==> src/hw/modem_line_regs.svh <==
// bit positions, widths and reset values for the modem line block
`ifndef MODEM_LINE_REGS_SVH
`define MODEM_LINE_REGS_SVH
`define MCR_DTR_BIT 0
`define MCR_RTS_BIT 1
`define MCR_OUTA_BIT 2
`define MCR_OUTB_BIT 3
`define MCR_LOOP_BIT 4
`define MCR_WIDTH 5
`define MCR_PIN_COUNT 4
`define MCR_RESET 5'h00
`define MSR_RING_TRAILING_EDGE_FLAG_BIT 2
`define MSR_RING_BIT 6
`define MSR_WIDTH 8
`define PIN_INACTIVE 1'b1
`define SER_MARK 1'b1
`define EDGE_PIPE_RESET 2'h3
`endif

==> src/hw/modem_line_pkg.sv <==
// types shared by the modem line block
`default_nettype none
package modem_line_pkg;
   typedef logic [4:0] mcr_t;
   typedef logic [7:0] msr_t;
endpackage
`default_nettype wire

==> src/hw/ring_edge_detect.sv <==
// ring indicator sampling and trailing-edge flag
`timescale 1ns/10ps
`default_nettype none
`include "modem_line_regs.svh"
module ring_edge_detect (
   input wire logic mclk,
   input wire logic rst_b,
   input wire logic master_reset,
   input wire logic ring_n,
   input wire logic status_rd,
   output logic ring_level,
   output logic ring_trailing_edge_flag
);
   logic ring_q_r;
   logic ring_q_nxt;
   logic flag_nxt;
   logic rise;
   logic level_nxt;

   // low-to-high on the pin sets the flag; a set in the read cycle wins
   always_comb begin
      ring_q_nxt = ring_n;
      level_nxt = ~ring_n;
      rise = ring_n & ~ring_q_r;
      flag_nxt = ring_trailing_edge_flag;
      if (status_rd) begin
         flag_nxt = 1'b0;
      end
      if (rise) begin
         flag_nxt = 1'b1;
      end
      if (master_reset) begin
         flag_nxt = 1'b0;
         ring_q_nxt = `PIN_INACTIVE;
      end
   end

   // registers; ring_q_r resets high so no false edge after reset
   always_ff @(posedge mclk or negedge rst_b) begin
      if (!rst_b) begin
         ring_q_r <= `PIN_INACTIVE;
         ring_level <= 1'b0;
         ring_trailing_edge_flag <= 1'b0;
      end else begin
         ring_q_r <= ring_q_nxt;
         ring_level <= level_nxt;
         ring_trailing_edge_flag <= flag_nxt;
      end
   end
endmodule // ring_edge_detect
`default_nettype wire

==> src/hw/modem_line_control.sv <==
// modem control and status pins of the serial communications element
// Contract
// - user output bit set in control register drives its pin low
// - user pins high on master reset, loop mode, or bit cleared
// - status bit 6 shows the current ring indicator condition
// - status bit 2 sets when ring input rises since last read
// - ring rise raises interrupt when modem status interrupt enabled
// - request-to-send bit set drives the request-to-send pin active
// - request-to-send high on master reset, loop mode, or bit cleared
// - serial output held marking while master reset applied
// - terminal-ready pin follows bit 0, high on reset or loop
`timescale 1ns/10ps
`default_nettype none
`include "modem_line_regs.svh"
module modem_line_control
   import modem_line_pkg::*;
(
   input wire logic mclk,
   input wire logic rst_b,
   input wire logic master_reset,
   input wire logic mcr_wr,
   input wire logic [`MCR_WIDTH-1:0] mcr_wdata,
   input wire logic msr_rd,
   input wire logic modem_int_en,
   input wire logic ring_n,
   input wire logic tx_serial,
   input wire logic rx_clk16,
   input wire logic serial_in,
   output logic [`MCR_WIDTH-1:0] modem_control_reg,
   output logic [`MSR_WIDTH-1:0] msr_rdata,
   output logic user_output_a_n,
   output logic user_output_b_n,
   output logic rts_n,
   output logic dtr_n,
   output logic serial_out,
   output logic modem_int,
   output logic loop_mode,
   output logic rx_clk16_q,
   output logic serial_in_q
);
   ////////////////////////////////////////////////////////////////////
   // next values and the registered pin vector
   mcr_t mcr_nxt;
   logic ring_level;
   logic ring_flag;
   logic int_nxt;
   msr_t msr_nxt;
   logic loop_nxt;
   logic serial_nxt;
   logic [`MCR_PIN_COUNT-1:0] pin_nxt;
   logic [`MCR_PIN_COUNT-1:0] pin_r;

   // ring sampling has its own module so the edge flag can be
   // reasoned about apart from the control pins
   ring_edge_detect u_ring (
      .mclk(mclk),
      .rst_b(rst_b),
      .master_reset(master_reset),
      .ring_n(ring_n),
      .status_rd(msr_rd),
      .ring_level(ring_level),
      .ring_trailing_edge_flag(ring_flag)
   );

   ////////////////////////////////////////////////////////////////////
   // control register; master reset clears it like the hard reset
   always_comb begin
      mcr_nxt = modem_control_reg;
      if (mcr_wr) begin
         mcr_nxt = mcr_wdata;
      end
      if (master_reset) begin
         mcr_nxt = `MCR_RESET;
      end
      loop_nxt = mcr_nxt[`MCR_LOOP_BIT];
   end

   // status read data and interrupt; interrupt follows the ring flag one cycle later, so it drops two cycles after a status read
   always_comb begin
      msr_nxt = '0;
      msr_nxt[`MSR_RING_BIT] = ring_level;
      msr_nxt[`MSR_RING_TRAILING_EDGE_FLAG_BIT] = ring_flag;
      int_nxt = modem_int_en & ring_flag;
      if (master_reset) begin
         int_nxt = 1'b0;
      end
   end

   ////////////////////////////////////////////////////////////////////
   // composite serial output; loop mode parks it at mark so a self-test
   // never sends stray characters to the modem on the far side
   always_comb begin
      serial_nxt = tx_serial;
      if (master_reset | loop_nxt) begin
         serial_nxt = `SER_MARK;
      end
   end

   // one active-low pin per low control bit; the pins sit at control bits
   // 0 to 3, so the bit index doubles as the pin index
   for (genvar k = 0; k < `MCR_PIN_COUNT; k++) begin : g_pin
      assign pin_nxt[k] = ~(mcr_nxt[k] & ~loop_nxt);
   end

   // registers only; every next value but the two input samples is worked out above, and the hard
   // reset parks the pins inactive before any control write
   always_ff @(posedge mclk or negedge rst_b) begin
      if (!rst_b) begin
         modem_control_reg <= `MCR_RESET;
         msr_rdata <= '0;
         pin_r <= {`MCR_PIN_COUNT{`PIN_INACTIVE}};
         serial_out <= `SER_MARK;
         modem_int <= 1'b0;
         loop_mode <= 1'b0;
         rx_clk16_q <= 1'b0;
         serial_in_q <= `SER_MARK;
      end else begin
         modem_control_reg <= mcr_nxt;
         msr_rdata <= msr_nxt;
         pin_r <= pin_nxt;
         serial_out <= serial_nxt;
         modem_int <= int_nxt;
         loop_mode <= loop_nxt;
         rx_clk16_q <= rx_clk16;
         serial_in_q <= serial_in;
      end
   end

   // pins come straight from the flop vector
   assign user_output_a_n = pin_r[`MCR_OUTA_BIT];
   assign user_output_b_n = pin_r[`MCR_OUTB_BIT];
   assign rts_n = pin_r[`MCR_RTS_BIT];
   assign dtr_n = pin_r[`MCR_DTR_BIT];
endmodule // modem_line_control
`default_nettype wire

==> config.mk <==
export PLATFORM = sky130hd
export DESIGN_NAME = modem_line_control
export DESIGN_NICKNAME = d
export VERILOG_FILES = /design/src/hw/modem_line_pkg.sv /design/src/hw/ring_edge_detect.sv /design/src/hw/modem_line_control.sv
export VERILOG_INCLUDE_DIRS = /design/src /design/src/hw
export SDC_FILE = /design/constraint.sdc
export NUM_CORES = 1
export LEC_CHECK = 0
export ABC_AREA = 1
export BUFFER_PORTS_ARGS = -buffer_cell sky130_fd_sc_hd__buf_2
export CORE_MARGIN = 2
export CORE_UTILIZATION = 38
export DETAILED_ROUTE_END_ITERATION = 8
export GPL_TIMING_DRIVEN = 0
export HOLD_SLACK_MARGIN = 0.08
export PLACE_DENSITY = 0.74
export REMOVE_ABC_BUFFERS = 1
export SLEW_MARGIN = 5
export SYNTH_ARGS = -nofsm -noshare
export SYNTH_HDL_FRONTEND = slang
export SYNTH_HIERARCHICAL = 1
export SYNTH_SLANG_ARGS = --single-unit
export TNS_END_PERCENT = 50
==> constraint.sdc <==
create_clock -name mclk -period 0.8 [get_ports mclk]
set_input_delay 0.2 -clock mclk [delete_from_list [all_inputs] [get_ports mclk]]
set_output_delay 0.2 -clock mclk [all_outputs]
set_load 0.05 [all_outputs]
======== After elaboration in Yosys (flattened, before gate mapping) ========
Index checks and enable logic that the tools add are counted.
Widths: inputs -> output; s select.
cells by class
  $add $sub $neg .......................... 0
  $mul .................................... 0
  divide/modulo/power cells ............... 0
  order comparisons ....................... 0
  eq/ne operators ......................... 0
  shift-type cells ........................ 0
  mux-type cells .......................... 8
  bitwise operators ....................... 14
  reductions and logical operators ........ 1
operators by type and width
  kind               count
  $mux 5             2
  $not 1->1          7
  $and 1x1->1        6
  $mux 1             6
  $reduce_bool 3->1  1
  $or 1x1->1         1
word-level totals
  flip-flop bits (word level) ............. 19
  bits in latches ......................... 0
  memory bits (writable) .................. 0
  bits in read-only memories .............. 0
  bits of input ports ..................... 15
  output and inout bits ................... 22
  memories kept ........................... 0

======== Longest topological paths before layout ========
  depth after elaboration ................. 5
  depth in mapped cells ................... 4
  gate-level depth less buffers ........... 4

======== By module ========
The synthesis kept the hierarchy.
modules (own cells, without submodules)
  module              times used  cells an instance  area an instance (um^2)  sequential area each (um^2)
  modem_line_control  1           56                 586.8                    382.9
  ring_edge_detect    1           10                 106.4                    76.3

======== Worst setup path before layout ========
No wires, ideal clock.
  path type ............................... reg2out
  start point ............................. reg, netlist name loop_mode
  end point ............................... out modem_control_reg[4]
  arrival ................................. 0.904 ns
  setup slack ............................. -0.304 ns
  stages on the path, launching flop included .. 2
  path buffers ............................ 1
  cells stage by stage .................... dfrtp_1 > buf_4
RTL lines
  element    RTL line                  text
  to (decl)  modem_line_control.sv:29  output logic [`MCR_WIDTH-1:0] modem_control_reg,

======== Worst setup path in the final report ========
  start point ............................. reg pin_r[1]
  end point ............................... out rts_n
RTL lines
  element                 RTL line                   text
  from (decl)             modem_line_control.sv:51   logic [`MCR_PIN_COUNT-1:0] pin_r;
  from (signal assigned)  modem_line_control.sv:111  pin_r <= {`MCR_PIN_COUNT{`PIN_INACTIVE}};
  from (signal assigned)  modem_line_control.sv:120  pin_r <= pin_nxt;
  to (decl)               modem_line_control.sv:33   output logic rts_n,
No word-level cell between the ends.

==> impl_metrics.py <==
metrics = {
    "status": {
        "outcome": "complete, but fails checks",
        "violations": "negative setup slack",
    },
    "floorplanning": {
        "initial_utilization_pct": 40.1,
        "num_rows": 15,
        "die_h_um": 46.7,
        "core_area_um2": 1730,
        "die_width_um": 46.7,
        "die_area_um2": 2180,
        "io_pins": 37,
    },
    "critical_path": {
        "setup.worst_path.end_class": "output port",
        "worstRegToRegCells": 4,
        "rrSetupSlack_ns": 0,
        "max_stage_delay_ns": 0.55,
        "path_cells": "buf_8",
        "cp_max_fo": 1,
        "reg2reg_to": "pin_r[1]$_DFF_PN1_",
        "crit_buf_inv": 1,
        "start_kind": "flip-flop",
        "cp.arrival_ns": 0.98,
        "critical-path-top-delay-family": "flip-flops",
        "critPathKind": "flip-flop to output port",
        "cpMaxStageDelayCell": "dfstp_2",
        "crit_required_ns": 0.60,
        "regToRegStartpoint": "loop_mode$_DFF_PN0_",
    },
    "detailed_routing": {
        "drcViolationCount": 0,
        "detail_route.wl_per_cell_um": 11.4,
        "first_pass_iters": 3,
        "wl_um": 1430,
        "first_iter_violations": 1,
        "routed_via_density": 4.33,
        "num_vias": 546,
        "postRouteAntennaNets": 0,
    },
    "clock_network": {
        "clockRootBuffer": "clkbuf_4",
        "cts_buffer_depth": 2,
        "clkLatencyLatePin_ns": 0.29,
        "cts_buffers": 3,
        "cts_tree": "built",
        "h-tree-depth": 1,
        "cts.sinks": 18,
        "clkTransAtPathRegs_ns": 0.10,
    },
    "hold_path": {
        "min_delay_path_depth": 3,
        "hold_end": "serial_out$_DFF_PN1_",
        "hold_class": "input port to flip-flop",
        "hp-start": "tx_serial",
    },
    "timing": {
        "drv_slew": 0,
        "setup_viol": 17,
        "hold_viol": 0,
        "skew_ns": 0.00519,
        "tns_ns": -4.70,
        "period_share_pct": 148,
        "timing.final.ws_setup_ns": -0.381,
        "rsz0062_at_grt": "true",
        "fmax_mhz": 847,
        "finalCriticalPeriod_ns": 1.18,
    },
    "yosys": {
        "syn_area_per_cell_um2": 10.5,
        "syn_area_um2": 693,
        "netlist_instances": 66,
        "ys_types": 15,
        "yosysSeqAreaShare_pct": 66.2,
        "ys_warn_count": 6,
        "ys_seq_elements": 18,
    },
    "placed_design": {
        "place.port_buffers": 30,
        "place_area_um2": 836,
        "gp_congestion": 0.729,
        "dp_hpwl_um": 993,
    },
    "finish": {
        "nNetsFinal": 117,
        "fin_area_um2": 1040,
        "diodes": 0,
        "utilization_pct": 60.0,
        "nFillCells": 145,
        "drive_gt1_share_pct": 47.5,
        "areaGrowthSynthToFinish_pct": 49.5,
    },
    "power": {
        "p_int_mw": 1.31,
        "power.switching_uw": 596,
        "p_sw_share_pct": 31.3,
        "p_leak_nw": 0.532,
        "clkPwrFrac_pct": 24.1,
        "pwr-share-seq_pct": 52.2,
        "pwr-share-comb_pct": 23.7,
        "ir_drop_mv": 0.835,
        "power_density_nw_per_um2": 1840,
    },
    "global_route": {
        "grt.total_usage_pct": 14.2,
        "grt_max_degree": 19,
        "grt_pass1_wl_um": 2080,
        "grt_pass1_vias": 491,
        "gr-total-overflow": 0,
        "antenna_found_initial": 0,
    },
    "flow_run": {
        "cap_violations": 0,
    },
}
## power groups by stage
stage	sequential (mW)	combinational, mW	clock, mW
after CTS	0.991	0.443	0.460
final	0.993	0.451	0.458
after global routing	0.998	0.478	0.509
after global placement	0.993	0.368	0
after floorplan	1.14	0.121	0
after detailed placement	0.995	0.373	0
## through the flow
step	hold WS (ns)	setup slack [ns]	total power, mW	cells
6_report	0.113	-0.381	1.90	126
5_1_grt	0.105	-0.417	1.98	126
4_1_cts	0.113	-0.393	1.89	126
3_5_place_dp	0.138	-0.156	1.37	118
3_3_place_gp	0.133	-0.145	1.36	118
2_1_floorplan	-0.0956	-0.529	1.26	63
## synth_stat cells (all sizes together)
library cell,count,share of area [%]
nand2,19,12
dfrtp,11,40
buf,8,8.3
dfstp,7,27
inv,7,3.8
a21oi,5,3.6
nand3,4,2.9
nor2,3,2.0
conb,1,0.54
or2,1,0.90
## cell type report
type / count / area (um2) / area share (%)
flip-flops and latches: 18 / 459 / 44.3
repair buffers: 34 / 313 / 30.2
multi-input cells: 38 / 180 / 17.4
well taps: 25 / 31.3 / 3.02
clock buffers: 4 / 26.3 / 2.54
inverters: 7 / 26.3 / 2.54
## placed cells by master (no fill, tap or decap)
master,count
dlygate4sd3_1,4
dfrtp_1,11
or2_1,1
nand3_2,1
clkbuf_1,1
buf_6,10
a21oi_1,4
clkbuf_4,3
inv_2,2
nor2_1,2
nand2_2,2
buf_8,6
a21oi_2,1
conb_1,6
dfstp_2,7
inv_1,5
buf_2,14
nand3_1,3
nand2_1,16
nand2_4,1
nor2_2,1
## timing repair
item	in CTS	in global routing
endpoints found under the hold margin	14	0
resized for setup	37	5
pin swaps	0	1
setup endpoints to repair	16	22
setup buffers	0	0
hold buffers	4	0
## kinds of logic (layout without fill, tap and decap cells)
kind of cell	count (synthesis)	count (layout)	synth area share, %
other	1	6	0.541
buffers and inverters	15	45	12.1
DFF	18	18	66.2
and+or+nand+nor	27	27	17.5
AOI/OAI and AO/OA	5	5	3.61
## layer usage
metal	global-route usage, %	share of wire [%]	wire length [um]	vias up
met5	0	0	0	-
met4	10.0	2.5	36	0
met3	1.18	5.5	79	4
met2	27.2	56	808	23
met1	14.0	36	510	262
li1	-	-	-	257
## worst max path at each step
stage | start | to | slack, ns | cells past startpoint
after floorplan | loop_mode$_DFF_PN0_ | loop_mode$_DFF_PN0_ | -0.53 | 4
after global placement | pin_r[1]$_DFF_PN1_ | rts_n | -0.15 | 1
after detailed placement | pin_r[1]$_DFF_PN1_ | rts_n | -0.16 | 1
after CTS | pin_r[1]$_DFF_PN1_ | rts_n | -0.39 | 1
after global routing | serial_in_q$_DFF_PN1_ | serial_in_q | -0.42 | 1
final | pin_r[1]$_DFF_PN1_ | rts_n | -0.38 | 1
Power figures use the tool's default switching activity.
